==> config.mk <==
export PLATFORM = sky130hd
export DESIGN_NAME = mcuid_decoder
export DESIGN_NICKNAME = d
export VERILOG_FILES = /design/src/verilog/mcuid_pkg.sv /design/src/verilog/mcuid_phase.sv /design/src/verilog/mcuid_decoder.sv
export SDC_FILE = /design/constraint.sdc
export NUM_CORES = 1
export LEC_CHECK = 0
export ABC_CLOCK_PERIOD_IN_PS = 3000
export BUFFER_PORTS_ARGS = -buffer_cell sky130_fd_sc_hd__buf_2
export CAP_MARGIN = 25
export CORE_MARGIN = 3
export CORE_UTILIZATION = 55
export DETAILED_ROUTE_END_ITERATION = 10
export GPL_TIMING_DRIVEN = 0
export MAX_ROUTING_LAYER = met4
export PLACE_DENSITY = 0.92
export SLEW_MARGIN = 5
export SYNTH_ARGS = -nofsm -noshare
export SYNTH_HDL_FRONTEND = slang
export SYNTH_SLANG_ARGS = --single-unit
==> constraint.sdc <==
create_clock -name mclk_i -period 3 [get_ports mclk_i]
set_input_delay 0.9 -clock mclk_i [delete_from_list [all_inputs] [get_ports mclk_i]]
set_output_delay 0.9 -clock mclk_i [all_outputs]
set_load 0.005 [all_outputs]
==> src/verilog/mcuid_pkg.sv <==
// Constants and types shared by the instruction decoder and its sequencer.
// How it works
// - Instruction words are 14 bits: an opcode plus operand fields.
// - Every word falls in byte, bit, or literal and control class.
// - Destination bit zero targets the accumulator, one the file register.
// - The file address field is seven bits, zero to 127.
// - Bit operations select one of eight bits of the file register.
// - Literal operand is eight bits for data, eleven for jump targets.
// - Don't-care bits are ignored; either value decodes the same way.
// - One cycle each, two when a skip is true or the counter changes.
// - Each instruction cycle spans exactly four oscillator periods.
// - Self-modifying port operations read the pins, not the latch.
// - Writing the timer zero count clears an assigned shared prescaler.
package mcuid_pkg;

  // ---------------------------------------------------------------------
  // Widths and field positions
  // ---------------------------------------------------------------------
  localparam int WORD_W = 14;
  localparam int FILE_W = 7;
  localparam int BIT_W = 3;
  localparam int LIT8_W = 8;
  localparam int LIT11_W = 11;
  localparam int DEST_POS = 7;
  localparam int BIT_LSB = 7;
  localparam int PHASE_W = 2;
  localparam logic [1:0] LAST_PHASE = 2'h3;
  localparam logic [1:0] RST_PHASE = 2'h0;

  // ---------------------------------------------------------------------
  // Special file addresses and flag reset values
  // ---------------------------------------------------------------------
  localparam logic [6:0] TIMER_ZERO_ADDR = 7'h01;
  localparam logic [6:0] PORT_A_ADDR = 7'h05;
  localparam logic [6:0] PORT_C_ADDR = 7'h07;
  localparam logic WDOG_FLAG_RST = 1'h1;
  localparam logic SLEEP_FLAG_RST = 1'h1;

  // ---------------------------------------------------------------------
  // Instruction classes and operations
  // ---------------------------------------------------------------------
  typedef enum logic [1:0] {
    CLS_BYTE, CLS_BIT, CLS_LIT
  } mcuid_class_t;

  typedef enum logic [5:0] {
    OP_NO_OPERATION, OP_MOVWF, OP_CLRW, OP_CLRF, OP_SUBWF, OP_DECF, OP_IORWF,
    OP_ANDWF, OP_XORWF, OP_ADDWF, OP_MOVF, OP_COMF, OP_INCF, OP_DECFSZ,
    OP_RRF, OP_RLF, OP_SWAPF, OP_INCFSZ, OP_BCF, OP_BSF, OP_BTFSC,
    OP_BTFSS, OP_CALL, OP_GOTO, OP_MOVLW, OP_RETLW, OP_IORLW, OP_ANDLW,
    OP_XORLW, OP_SUBLW, OP_ADDLW, OP_RETURN, OP_RETFIE, OP_CLRWDT,
    OP_SLEEP, OP_ILLEGAL
  } mcuid_op_t;

  typedef enum {ST_RUN, ST_FLUSH} mcuid_state_t;

endpackage : mcuid_pkg

==> src/verilog/mcuid_phase.sv <==
// Four-phase instruction cycle counter.
`timescale 1ns/10ps
module mcuid_phase (
  // Clock and reset
  input wire logic mclk_i,
  input wire logic rst_n_i,
  // Phase outputs
  output logic [1:0] phase_o,
  output logic cycle_end_o
);

  logic [1:0] phase_ff;

  // -----------------------------------------------------------------------
  // Phase counter
  // -----------------------------------------------------------------------
  always_ff @(posedge mclk_i or negedge rst_n_i) begin
    if (!rst_n_i) begin
      phase_ff <= mcuid_pkg::RST_PHASE;
    end else begin
      phase_ff <= phase_ff + 2'h1;
    end
  end

  assign phase_o = phase_ff;
  assign cycle_end_o = (phase_ff == mcuid_pkg::LAST_PHASE);

  property p_four;
    @(posedge mclk_i) disable iff (!rst_n_i)
      cycle_end_o |=> !cycle_end_o [*3] ##1 cycle_end_o;
  endproperty
  a_four: assert property (p_four)
    else $error("Instruction cycle is not four clocks.");

endmodule : mcuid_phase

==> src/verilog/mcuid_decoder.sv <==
// Instruction decoder and cycle sequencer of the core.
`timescale 1ns/10ps
module mcuid_decoder (
  // Clock and reset
  input wire logic mclk_i,
  input wire logic rst_n_i,
  // Instruction word and execution status
  input wire logic [13:0] instr_i,
  input wire logic skip_true_i,
  input wire logic prescaler_on_timer_i,
  input wire logic wdog_expired_i,
  // Decoded fields
  output logic [1:0] class_o,
  output logic [5:0] op_o,
  output logic [6:0] file_addr_o,
  output logic [2:0] bit_sel_o,
  output logic [10:0] literal_o,
  output logic dest_file_o,
  output logic dest_acc_o,
  // Timing and side effects
  output logic cycle_end_o,
  output logic flush_o,
  output logic read_pins_o,
  output logic prescaler_clr_o,
  output logic watchdog_expiry_flag_o,
  output logic sleep_entered_flag_o
);

  // -----------------------------------------------------------------------
  // Decode function
  // -----------------------------------------------------------------------
  function automatic mcuid_pkg::mcuid_op_t decode(input logic [13:0] w);
    mcuid_pkg::mcuid_op_t op;
    op = mcuid_pkg::OP_ILLEGAL;
    unique case (w[13:12])
      2'h0: begin
        unique case (w[11:8])
          4'h0: begin
            if (w[7]) op = mcuid_pkg::OP_MOVWF;
            else if (w[6:0] == 7'h64) op = mcuid_pkg::OP_CLRWDT;
            else if (w[6:0] == 7'h63) op = mcuid_pkg::OP_SLEEP;
            else if (w[6:0] == 7'h08) op = mcuid_pkg::OP_RETURN;
            else if (w[6:0] == 7'h09) op = mcuid_pkg::OP_RETFIE;
            else if (w[4:0] == 5'h00) begin
              op = mcuid_pkg::OP_NO_OPERATION;
            end
          end
          4'h1: op = w[7] ? mcuid_pkg::OP_CLRF : mcuid_pkg::OP_CLRW;
          4'h2: op = mcuid_pkg::OP_SUBWF;
          4'h3: op = mcuid_pkg::OP_DECF;
          4'h4: op = mcuid_pkg::OP_IORWF;
          4'h5: op = mcuid_pkg::OP_ANDWF;
          4'h6: op = mcuid_pkg::OP_XORWF;
          4'h7: op = mcuid_pkg::OP_ADDWF;
          4'h8: op = mcuid_pkg::OP_MOVF;
          4'h9: op = mcuid_pkg::OP_COMF;
          4'hA: op = mcuid_pkg::OP_INCF;
          4'hB: op = mcuid_pkg::OP_DECFSZ;
          4'hC: op = mcuid_pkg::OP_RRF;
          4'hD: op = mcuid_pkg::OP_RLF;
          4'hE: op = mcuid_pkg::OP_SWAPF;
          4'hF: op = mcuid_pkg::OP_INCFSZ;
        endcase
      end
      2'h1: begin
        unique case (w[11:10])
          2'h0: op = mcuid_pkg::OP_BCF;
          2'h1: op = mcuid_pkg::OP_BSF;
          2'h2: op = mcuid_pkg::OP_BTFSC;
          2'h3: op = mcuid_pkg::OP_BTFSS;
        endcase
      end
      2'h2: op = w[11] ? mcuid_pkg::OP_GOTO : mcuid_pkg::OP_CALL;
      2'h3: begin
        // Don't-care bits are left out of each match below.
        if (w[11:10] == 2'h0) op = mcuid_pkg::OP_MOVLW;
        else if (w[11:10] == 2'h1) op = mcuid_pkg::OP_RETLW;
        else if (w[11:8] == 4'h8) op = mcuid_pkg::OP_IORLW;
        else if (w[11:8] == 4'h9) op = mcuid_pkg::OP_ANDLW;
        else if (w[11:8] == 4'hA) op = mcuid_pkg::OP_XORLW;
        else if (w[11:9] == 3'h6) op = mcuid_pkg::OP_SUBLW;
        else if (w[11:9] == 3'h7) op = mcuid_pkg::OP_ADDLW;
      end
    endcase
    return op;
  endfunction : decode

  function automatic logic is_skip(input mcuid_pkg::mcuid_op_t op);
    return op inside {mcuid_pkg::OP_DECFSZ, mcuid_pkg::OP_INCFSZ,
      mcuid_pkg::OP_BTFSC, mcuid_pkg::OP_BTFSS};
  endfunction : is_skip

  function automatic logic is_branch(input mcuid_pkg::mcuid_op_t op);
    return op inside {mcuid_pkg::OP_CALL, mcuid_pkg::OP_GOTO,
      mcuid_pkg::OP_RETURN, mcuid_pkg::OP_RETFIE, mcuid_pkg::OP_RETLW};
  endfunction : is_branch

  // -----------------------------------------------------------------------
  // Combinational decode of the current word
  // -----------------------------------------------------------------------
  mcuid_pkg::mcuid_op_t nxt_op;
  mcuid_pkg::mcuid_class_t nxt_class;
  logic nxt_dest_file;
  logic nxt_writes_file;
  logic nxt_self_mod;
  logic nxt_taken;
  logic [1:0] phase;
  logic cyc_end;

  mcuid_phase u_phase (
    .mclk_i(mclk_i),
    .rst_n_i(rst_n_i),
    .phase_o(phase),
    .cycle_end_o(cyc_end)
  );

  always_comb begin
    nxt_op = decode(instr_i);
    unique case (instr_i[13:12])
      2'h0: nxt_class = mcuid_pkg::CLS_BYTE;
      2'h1: nxt_class = mcuid_pkg::CLS_BIT;
      default: nxt_class = mcuid_pkg::CLS_LIT;
    endcase
    nxt_dest_file = 1'b0;
    if (nxt_op inside {mcuid_pkg::OP_MOVWF, mcuid_pkg::OP_CLRF}) begin
      nxt_dest_file = 1'b1;
    end else if (nxt_class == mcuid_pkg::CLS_BYTE &&
                 instr_i[11:8] > 4'h1) begin
      nxt_dest_file = instr_i[mcuid_pkg::DEST_POS];
    end
    nxt_writes_file = nxt_dest_file ||
      nxt_op inside {mcuid_pkg::OP_BCF, mcuid_pkg::OP_BSF};
    nxt_self_mod = nxt_writes_file && !(nxt_op inside
      {mcuid_pkg::OP_MOVWF, mcuid_pkg::OP_CLRF});
    nxt_taken = is_branch(nxt_op) || (is_skip(nxt_op) && skip_true_i);
  end

  // -----------------------------------------------------------------------
  // Sequencer
  // -----------------------------------------------------------------------
  mcuid_pkg::mcuid_state_t state_ff;

  always_ff @(posedge mclk_i or negedge rst_n_i) begin
    if (!rst_n_i) begin
      state_ff <= mcuid_pkg::ST_RUN;
    end else if (cyc_end) begin
      unique case (state_ff)
        mcuid_pkg::ST_RUN: begin
          if (nxt_taken) state_ff <= mcuid_pkg::ST_FLUSH;
        end
        mcuid_pkg::ST_FLUSH: state_ff <= mcuid_pkg::ST_RUN;
      endcase
    end
  end

  logic flushing;
  assign flushing = (state_ff == mcuid_pkg::ST_FLUSH);

  // -----------------------------------------------------------------------
  // Registered decode outputs
  // -----------------------------------------------------------------------
  logic [1:0] class_ff;
  logic [5:0] op_ff;
  logic [6:0] file_ff;
  logic [2:0] bit_ff;
  logic [10:0] lit_ff;
  logic dest_file_ff;
  logic dest_acc_ff;
  logic cycle_end_ff;
  logic flush_ff;
  logic pins_ff;
  logic pscl_ff;

  always_ff @(posedge mclk_i or negedge rst_n_i) begin
    if (!rst_n_i) begin
      class_ff <= 2'h0;
      op_ff <= 6'h00;
      file_ff <= 7'h00;
      bit_ff <= 3'h0;
      lit_ff <= 11'h000;
      dest_file_ff <= 1'b0;
      dest_acc_ff <= 1'b0;
      pins_ff <= 1'b0;
      pscl_ff <= 1'b0;
    end else if (flushing) begin
      op_ff <= 6'(mcuid_pkg::OP_NO_OPERATION);
      class_ff <= 2'(mcuid_pkg::CLS_BYTE);
      dest_file_ff <= 1'b0;
      dest_acc_ff <= 1'b0;
      pins_ff <= 1'b0;
      pscl_ff <= 1'b0;
    end else begin
      class_ff <= 2'(nxt_class);
      op_ff <= 6'(nxt_op);
      file_ff <= instr_i[6:0];
      bit_ff <= instr_i[9:7];
      lit_ff <= (instr_i[13:11] == 3'h4 || instr_i[13:11] == 3'h5) ?
        instr_i[10:0] : {3'h0, instr_i[7:0]};
      dest_file_ff <= nxt_writes_file;
      dest_acc_ff <= !nxt_writes_file && nxt_class == mcuid_pkg::CLS_BYTE &&
        !(nxt_op inside {mcuid_pkg::OP_NO_OPERATION, mcuid_pkg::OP_CLRWDT,
        mcuid_pkg::OP_SLEEP, mcuid_pkg::OP_RETURN, mcuid_pkg::OP_RETFIE});
      pins_ff <= nxt_self_mod && instr_i[6:0] >= mcuid_pkg::PORT_A_ADDR &&
        instr_i[6:0] <= mcuid_pkg::PORT_C_ADDR;
      pscl_ff <= nxt_writes_file && prescaler_on_timer_i &&
        instr_i[6:0] == mcuid_pkg::TIMER_ZERO_ADDR;
    end
  end

  always_ff @(posedge mclk_i or negedge rst_n_i) begin
    if (!rst_n_i) begin
      cycle_end_ff <= 1'b0;
      flush_ff <= 1'b0;
    end else begin
      cycle_end_ff <= cyc_end;
      flush_ff <= flushing;
    end
  end

  // -----------------------------------------------------------------------
  // Time-out and power-down flags
  // -----------------------------------------------------------------------
  logic wdog_meta_ff;
  logic wdog_sync_ff;
  logic wdog_flag_ff;
  logic sleep_flag_ff;

  always_ff @(posedge mclk_i or negedge rst_n_i) begin
    if (!rst_n_i) begin
      wdog_meta_ff <= 1'b0;
      wdog_sync_ff <= 1'b0;
    end else begin
      wdog_meta_ff <= wdog_expired_i;
      wdog_sync_ff <= wdog_meta_ff;
    end
  end

  always_ff @(posedge mclk_i or negedge rst_n_i) begin
    if (!rst_n_i) begin
      wdog_flag_ff <= mcuid_pkg::WDOG_FLAG_RST;
      sleep_flag_ff <= mcuid_pkg::SLEEP_FLAG_RST;
    end else begin
      if (wdog_sync_ff) begin
        wdog_flag_ff <= 1'b0;
      end else if (cyc_end && !flushing && (nxt_op == mcuid_pkg::OP_CLRWDT
                   || nxt_op == mcuid_pkg::OP_SLEEP)) begin
        wdog_flag_ff <= 1'b1;
      end
      if (cyc_end && !flushing) begin
        if (nxt_op == mcuid_pkg::OP_CLRWDT) sleep_flag_ff <= 1'b1;
        if (nxt_op == mcuid_pkg::OP_SLEEP) sleep_flag_ff <= 1'b0;
      end
    end
  end

  assign class_o = class_ff;
  assign op_o = op_ff;
  assign file_addr_o = file_ff;
  assign bit_sel_o = bit_ff;
  assign literal_o = lit_ff;
  assign dest_file_o = dest_file_ff;
  assign dest_acc_o = dest_acc_ff;
  assign cycle_end_o = cycle_end_ff;
  assign flush_o = flush_ff;
  assign read_pins_o = pins_ff;
  assign prescaler_clr_o = pscl_ff;
  assign watchdog_expiry_flag_o = wdog_flag_ff;
  assign sleep_entered_flag_o = sleep_flag_ff;

  // -----------------------------------------------------------------------
  // Assertions
  // -----------------------------------------------------------------------
  property p_goto_flush;
    @(posedge mclk_i) disable iff (!rst_n_i)
      (cyc_end && !flushing && instr_i[13:11] == 3'h5) |=> flushing [*4];
  endproperty
  a_goto_flush: assert property (p_goto_flush)
    else $error("Jump did not flush one cycle.");

  property p_flush_nop;
    @(posedge mclk_i) disable iff (!rst_n_i)
      flushing |=> op_ff == 6'(mcuid_pkg::OP_NO_OPERATION) && !dest_file_ff;
  endproperty
  a_flush_nop: assert property (p_flush_nop)
    else $error("Discarded word was not a no-operation.");

  property p_dest;
    @(posedge mclk_i) disable iff (!rst_n_i)
      (!flushing && instr_i[13:11] == 3'h1) |=>
        dest_file_o == $past(instr_i[7]) && dest_acc_o == !$past(instr_i[7]);
  endproperty
  a_dest: assert property (p_dest)
    else $error("Destination select misrouted.");

  property p_file;
    @(posedge mclk_i) disable iff (!rst_n_i)
      !flushing |=> file_addr_o == $past(instr_i[6:0]);
  endproperty
  a_file: assert property (p_file)
    else $error("File address field wrong.");

  property p_bit;
    @(posedge mclk_i) disable iff (!rst_n_i)
      !flushing |=> bit_sel_o == $past(instr_i[9:7]);
  endproperty
  a_bit: assert property (p_bit)
    else $error("Bit select field wrong.");

  property p_lit;
    @(posedge mclk_i) disable iff (!rst_n_i)
      (!flushing && instr_i[13:12] == 2'h3) |=> literal_o[10:8] == 3'h0;
  endproperty
  a_lit: assert property (p_lit)
    else $error("Data literal wider than eight bits.");

  property p_dontcare;
    @(posedge mclk_i) disable iff (!rst_n_i)
      decode({instr_i[13:9], 1'b0, instr_i[7:0]}) ==
      decode({instr_i[13:9], 1'b1, instr_i[7:0]}) ||
      instr_i[13:10] != 4'hF;
  endproperty
  a_dontcare: assert property (p_dontcare)
    else $error("Don't-care bit changed the decode.");

  property p_sleep;
    @(posedge mclk_i) disable iff (!rst_n_i)
      (cyc_end && !flushing && instr_i == 14'h0063 && !wdog_sync_ff) |=>
        !sleep_flag_ff && wdog_flag_ff;
  endproperty
  a_sleep: assert property (p_sleep)
    else $error("Sleep did not update status flags.");

  property p_pscl;
    @(posedge mclk_i) disable iff (!rst_n_i)
      (!flushing && instr_i == 14'h0081 && prescaler_on_timer_i) |=>
        prescaler_clr_o;
  endproperty
  a_pscl: assert property (p_pscl)
    else $error("Timer write left prescaler intact.");

  c_flush: cover property (@(posedge mclk_i) disable iff (!rst_n_i)
    flushing && cyc_end);
  c_skip: cover property (@(posedge mclk_i) disable iff (!rst_n_i)
    cyc_end && is_skip(nxt_op) && skip_true_i);
  c_pins: cover property (@(posedge mclk_i) disable iff (!rst_n_i)
    read_pins_o);

endmodule : mcuid_decoder

; Word level (Yosys, flattened, before mapping)
; Cells that the tools add are included.
[totals]
reg_bits = 73
latch_bits = 0
ram_bits = 0
romBits = 0
in_bits = 19
out_inout_bits = 37
word_cells = 139
mem_count = 0
[op_classes]
n_addsub = 1
n_mul = 0
div_mod_pow = 0
n_lt_le_gt_ge = 3
n_eq_ne = 49
n_shift = 0
mux = 34
bitwise_logic = 0
reduce_logical = 35
[op_table]
columns = cell, count
row1 = 6-bit one-hot mux with 16 select lines, 1
row2 = 6-bit two-way mux, 14
row3 = 32-bit one-hot mux with 2 select lines, 1
row4 = "6-bit by 5-bit == test with 1-bit output, second input constant", 9
row5 = 6-bit one-hot mux with 4 select lines, 2
row6 = "32-bit by 1-bit == test with 1-bit output, second input constant", 1
row7 = "32-bit by 2-bit == test with 1-bit output, second input constant", 1
row8 = "4-bit == test, second input constant", 8
row9 = 32-bit logical NOT, 1
row10 = 32-bit two-way mux, 1
row11 = "6-bit == test, second input constant", 3
row12 = "4-bit by 3-bit == test with 1-bit output, second input constant", 4
row13 = "7-bit by 4-bit == test with 1-bit output, second input constant", 2
row14 = "7-bit == test, second input constant", 2
row15 = "3-bit == test, second input constant", 4
row16 = 1-bit two-way mux, 12
row17 = 1-bit logical AND, 11
row18 = 11-bit two-way mux, 1
row19 = "2-bit == test, second input constant", 5
row20 = 5-bit nonzero test, 2
row21 = "4-bit by 2-bit == test with 1-bit output, second input constant", 2
row22 = 2-bit nonzero test, 4
row23 = "7-bit by 1-bit == test with 1-bit output, second input constant", 1
row24 = "7-bit by 3-bit >= comparator with 1-bit output, second input constant", 1
row25 = other kinds (19), 29

; Logic depth before layout (Yosys ltp)
[logic_depth]
depth_word = 17
depth_mapped = 9
mapped_depth_nobuf = 7

; Cells and area by module
; Synthesis repeated with hierarchy kept, for this count alone.
[unflattened]
cells_unflattened = 200
area_unflattened_um2 = 1895.6
[modules_own_cells]
columns = mod, n_inst, cells_per_inst, area_per_inst_um2, seq_area_each_um2
row1 = mcuid_decoder, 1, 196, 1829.3, 803.3
row2 = mcuid_phase, 1, 4, 66.3, 50.0

; Worst setup path after synthesis
; No wires, ideal clock.
[synth_path]
path_type = input -> register
startpoint = input instr_i[8]
endpoint = register dest_acc_ff, in the netlist dest_acc_o
setup_ps = 125
t_arrival_ps = 2310
setup_slack_ps = 565
cell_stages = 8
path_cell_list = buf_2 > nor4_4 > nand2_1 > a21oi_1 > a311oi_4 > nor3b_1 > nor3_2 > a21boi_2
[synth_via]
elab_chain_cells = 15
[synth_lines]
columns = item, line
row1 = "start, declared", mcuid_decoder.sv:8  ; input wire logic [13:0] instr_i,
row2 = 4-bit == test, "mcuid_decoder.sv:37, mcuid_decoder.sv:80"
row3 = 6-bit two-way mux, mcuid_decoder.sv:80  ; else if (w[11:8] == 4'hA) op = mcuid_pkg::OP_XORLW;
row4 = 6-bit two-way mux, mcuid_decoder.sv:79  ; else if (w[11:8] == 4'h9) op = mcuid_pkg::OP_ANDLW;
row5 = 6-bit two-way mux, mcuid_decoder.sv:78  ; else if (w[11:8] == 4'h8) op = mcuid_pkg::OP_IORLW;
row6 = 6-bit two-way mux, mcuid_decoder.sv:77  ; else if (w[11:10] == 2'h1) op = mcuid_pkg::OP_RETLW;
row7 = 6-bit two-way mux, mcuid_decoder.sv:76  ; if (w[11:10] == 2'h0) op = mcuid_pkg::OP_MOVLW;
row8 = 6-bit one-hot mux with 4 select lines, mcuid_decoder.sv:35  ; unique case (w[13:12])
row9 = 6-bit by 1-bit == test with 1-bit output / 6-bit by 2-bit == test with 1-bit output (equally long branches), mcuid_decoder.sv:125  ; if (nxt_op inside {mcuid_pkg::OP_MOVWF, mcuid_pkg::OP_CLRF}) begin
row10 = 2-bit nonzero test, mcuid_decoder.sv:125
row11 = 1-bit two-way mux, mcuid_decoder.sv:125
row12 = 1-bit logical OR, mcuid_decoder.sv:132  ; nxt_op inside {mcuid_pkg::OP_BCF, mcuid_pkg::OP_BSF};
row13 = 1-bit logical NOT, mcuid_decoder.sv:200  ; dest_acc_ff <= !nxt_writes_file && nxt_class == mcuid_pkg::CLS_BYTE &&
row14 = 1-bit logical AND, mcuid_decoder.sv:200
row15 = 1-bit logical AND (*), mcuid_decoder.sv:200
row16 = 1-bit two-way mux (*), mcuid_decoder.sv:185  ; end else if (flushing) begin
row17 = "end signal, assigned", mcuid_decoder.sv:200
row18 = "end, declared", mcuid_decoder.sv:168  ; logic dest_acc_ff;
; Mark *: on every way between the ends. The rest lies on a longest branch, timed or not.
; A chain may end at the register's enable or synchronous reset.

; Final worst setup path
[layout_path]
startpoint = input instr_i[3]
endpoint = register dest_acc_ff, in the netlist dest_acc_o
[layout_via]
elab_chain_cells = 17
[layout_lines]
columns = item, line
row1 = 5-bit logical NOT, mcuid_decoder.sv:44  ; else if (w[4:0] == 5'h00) begin
row2 = 6-bit two-way mux, mcuid_decoder.sv:44
row3 = 6-bit two-way mux, mcuid_decoder.sv:43  ; else if (w[6:0] == 7'h09) op = mcuid_pkg::OP_RETFIE;
row4 = 6-bit two-way mux, mcuid_decoder.sv:42  ; else if (w[6:0] == 7'h08) op = mcuid_pkg::OP_RETURN;
row5 = 6-bit two-way mux, mcuid_decoder.sv:41  ; else if (w[6:0] == 7'h63) op = mcuid_pkg::OP_SLEEP;
row6 = 6-bit two-way mux (*), mcuid_decoder.sv:40  ; else if (w[6:0] == 7'h64) op = mcuid_pkg::OP_CLRWDT;
row7 = 6-bit two-way mux (*), mcuid_decoder.sv:39  ; if (w[7]) op = mcuid_pkg::OP_MOVWF;
row8 = 6-bit one-hot mux with 16 select lines (*), mcuid_decoder.sv:37  ; unique case (w[11:8])
row9 = 6-bit one-hot mux with 4 select lines (*), mcuid_decoder.sv:35
row10 = 6-bit by 1-bit == test with 1-bit output / 6-bit by 2-bit == test with 1-bit output (equally long branches), mcuid_decoder.sv:125
row11 = 2-bit nonzero test, mcuid_decoder.sv:125
row12 = 1-bit two-way mux, mcuid_decoder.sv:125
row13 = 1-bit logical OR, mcuid_decoder.sv:132
row14 = 1-bit logical NOT, mcuid_decoder.sv:200
row15 = 1-bit logical AND, mcuid_decoder.sv:200
row16 = 1-bit logical AND (*), mcuid_decoder.sv:200
row17 = 1-bit two-way mux (*), mcuid_decoder.sv:185
; Marked as above.

==> flow_summary.json <==
{
  "synth-seq-cells": 34,
  "cts_sinks": 34,
  "place.port_buffers": 54,
  "cts_setup_buffers": 0,
  "finalNetCount": 255,
  "multi_input_area_um2": 842.1,
  "setup_tns_ns": 0,
  "gp_congestion": 0.9372,
  "start_kind": "input pin",
  "syn_area_mm2": 0.001831,
  "die-area_mm2": 0.004056,
  "core_area_mm2": 0.003103,
  "ff_latch_area_um2": 853.3,
  "cp-end-kind": "register",
  "syn2layout_area_growth_pct": 21.26,
  "htreeDepth": 2,
  "fillCellCount": 250,
  "rsz0062_at_grt": "no",
  "maxSlewViolCount": 0,
  "clkSlewWorstSetupHoldPaths_ns": 0.10,
  "crit_arrival_ns": 2.65,
  "net-switching-power_w": 0.0003063,
  "grt_pass1_wl_um": 6906,
  "dp_hpwl_um": 2875,
  "required_ns": 3.23,
  "grt_start_max_net_pins": 35,
  "leakage_nw": 1.048,
  "power_frac_comb_pct": 25.2,
  "cts_hold_buf": 0,
  "relSlewSlack_pct": 52.87,
  "yosysSeqAreaShare_pct": 46.62,
  "run_status": "finished clean",
  "worstSkewPairLatency_ns": 0.33,
  "fmax_mhz": 412.2,
  "cts_tree": "yes",
  "synth_warnings": 0,
  "p_clk_share_pct": 25.2,
  "placed_cells": 272,
  "syn_avg_cell_area_um2": 10.52,
  "ir_drop_v": 0.0002405,
  "drv_cap": 0,
  "min_period_over_period_pct": 80.87,
  "tightest_slew_ns": 0.7069,
  "post-route-drc-count": 0,
  "final_cell_count_no_fill": 280,
  "setup_viol": 0,
  "antenna_found_initial": 0,
  "clk_path_buf_depth": 2,
  "viasPerCell": 5.396,
  "die_w_um": 63.69,
  "post-route-min-period_ns": 2.426,
  "syn_nets": 194,
  "core.rowCount": 20,
  "drive_gt1_share_pct": 42.37,
  "crit_path_max_fanout": 10,
  "root_buffer": "clkbuf_4",
  "drt-pass1-iter-count": 4,
  "hp-class": "reg2reg",
  "synth_cells": 174,
  "vias": 1511,
  "synth_flop_cell": "dfrtp_1",
  "wl_per_cell_um": 13.36,
  "ctsResizeCount": 0,
  "postRouteAntennaNets": 0,
  "grt_pass1_vias": 1456,
  "diodes": 0,
  "ys_async_sr_fraction_pct": 100.0,
  "synth_edf_count": 0,
  "hold_viol_final": 0,
  "wl_um": 3741,
  "drt_iter0_drc": 110,
  "pwr-share-seq_pct": 49.7,
  "start_util_pct": 58.99,
  "finClkSkew_ns": 0.003169,
  "p_int_w": 0.0007490,
  "p_sw_share_pct": 29.03,
  "worstSetupPathType": "in2reg",
  "die-height_um": 63.69,
  "numCtsBuffers": 5,
  "io_pins": 56,
  "ys_types": 52,
  "p_per_area_mw_per_mm2": 475.4,
  "grt-ovfl-total": 0,
  "track_usage_pct": 22.16
}
worst paths after layout:
| kind | from | end | slack, ns | cells past startpoint |
|---|---|---|---|---|
| max | instr_i[3] | dest_acc_o | 0.57 | 9 |
| min | wdog_meta_ff | wdog_sync_ff | 0.37 | 0 |
| max reg2reg | state_ff[0] | prescaler_clr_o | 1.29 | 4 |
| min reg2reg | wdog_meta_ff | wdog_sync_ff | 0.37 | 0 |
| max in group asynchronous | rst_n_i | wdog_meta_ff | 1.95 | 1 |
| min in group asynchronous | rst_n_i | prescaler_clr_o | 0.60 | 1 |
routing by layer:
metal	global-route usage (%)	share of wire (%)	vias up
met4	7.008	1.5	0
met1	28.01	42	723
met3	5.169	4.1	9
met5	-	0	-
li1	-	-	739
met2	35.33	52	40
area by class of cell:
class | count | share of cell area, %
Buffer | 18 | 5.411
Clock buffer | 6 | 2.311
Clock inverter | 2 | 0.5637
Inverter | 4 | 0.6764
Multi-Input combinational cell | 118 | 37.94
Sequential cell | 34 | 38.44
Tap cell | 44 | 2.480
Timing Repair Buffer | 54 | 12.18
sequential cells by signal (all words and copies together) (netlist names), 2 cells and up:
name             flops
literal_o            4
class_o              2
op_o                 6
bit_sel_o            3
u_phase.phase_o      2
file_addr_o          6
power by group through the flow:
stage / clock, W / sequential (W) / combinational [W]
after floorplan: 0 / 0.000538 / 0.000148
after global placement: 0 / 0.000531 / 0.000261
after detailed placement: 0 / 0.000534 / 0.000268
after CTS: 0.000267 / 0.000524 / 0.000269
after global routing: 0.000295 / 0.000531 / 0.000299
final: 0.000265 / 0.000524 / 0.000266
worst max-delay path: stages:
cell,delay (ns)
buf_2,0.14
nor4bb_1,0.43
nand4b_1,0.20
nand3_1,0.14
a31oi_1,0.13
buf_4,0.20
nor3b_1,0.28
nor3_2,0.07
a21boi_2,0.16
metrics by stage:
stage | setup slack [ns] | area, um^2 | total power, W | hold slack (ns) | utilization (%)
global placement | 0.3600 | 2156 | 0.0007926 | 0.3368 | 69.48
finish | 0.5738 | 2220 | 0.001055 | 0.3672 | 71.53
detailed placement | 0.2952 | 2156 | 0.0008020 | 0.3460 | 69.48
global route | 0.4912 | 2220 | 0.001125 | 0.3861 | 71.53
floorplan | 0.5653 | 1831 | 0.0006862 | 0.3312 | -
CTS | 0.6006 | 2220 | 0.001061 | 0.3696 | 71.53
cell families after synthesis:
kind of cell               synth area share (%)
buffers and inverters                     7.382
xor gates and xnor gates                 0.4786
AOI/OAI and AO/OA                         14.70
muxes                                     6.562
DFF                                       46.62
adders and majority gates                0.6834
and+or+nand+nor                           23.58
cell usage in the layout (no fill, tap or decap), types with 2 or more instances in the layout:
master and instances:
buf_2 57, clkbuf_1 3, a21oi_1 4, dfstp_2 2, nand4b_1 2, nand3b_1 2
dfrtp_1 32, nor3_1 3, o21ai_0 12, nor4_1 2, nand3_1 4, o21ai_1 2
mux2i_1 3, buf_4 11, nand2b_1 4, a31oi_1 4, clkbuf_4 5, mux2_2 8
nor3b_1 2, inv_1 4, and3_1 2, nand2_1 13, nor2_1 14, nor4bb_1 2
nor2b_1 8
synth_stat cells, drive strengths merged (2+ instances only):
library cell  instances  share of area [%]
o21ai                14                3.8
and4b                 2                1.3
nand3                 4                1.1
nand2b                4                1.4
nand4b                2               0.96
nor4bb                2                1.1
nor2                 15                3.2
nor3                  4                1.4
mux2                  8                4.9
nor4                  4                2.5
nand2                13                2.7
nor3b                 2               0.82
and3                  2               0.68
nor2b                 8                2.7
clkbuf                3               0.62
nand3b                2               0.82
inv                   4               0.82
and2                  2               0.75
a21oi                 4                1.1
a311oi                2                1.9
dfstp                 2                2.9
a31oi                 4                1.4
dfrtp                32                 44
mux2i                 3                1.6
buf                  15                5.9
(Power assumes the default switching activity.)
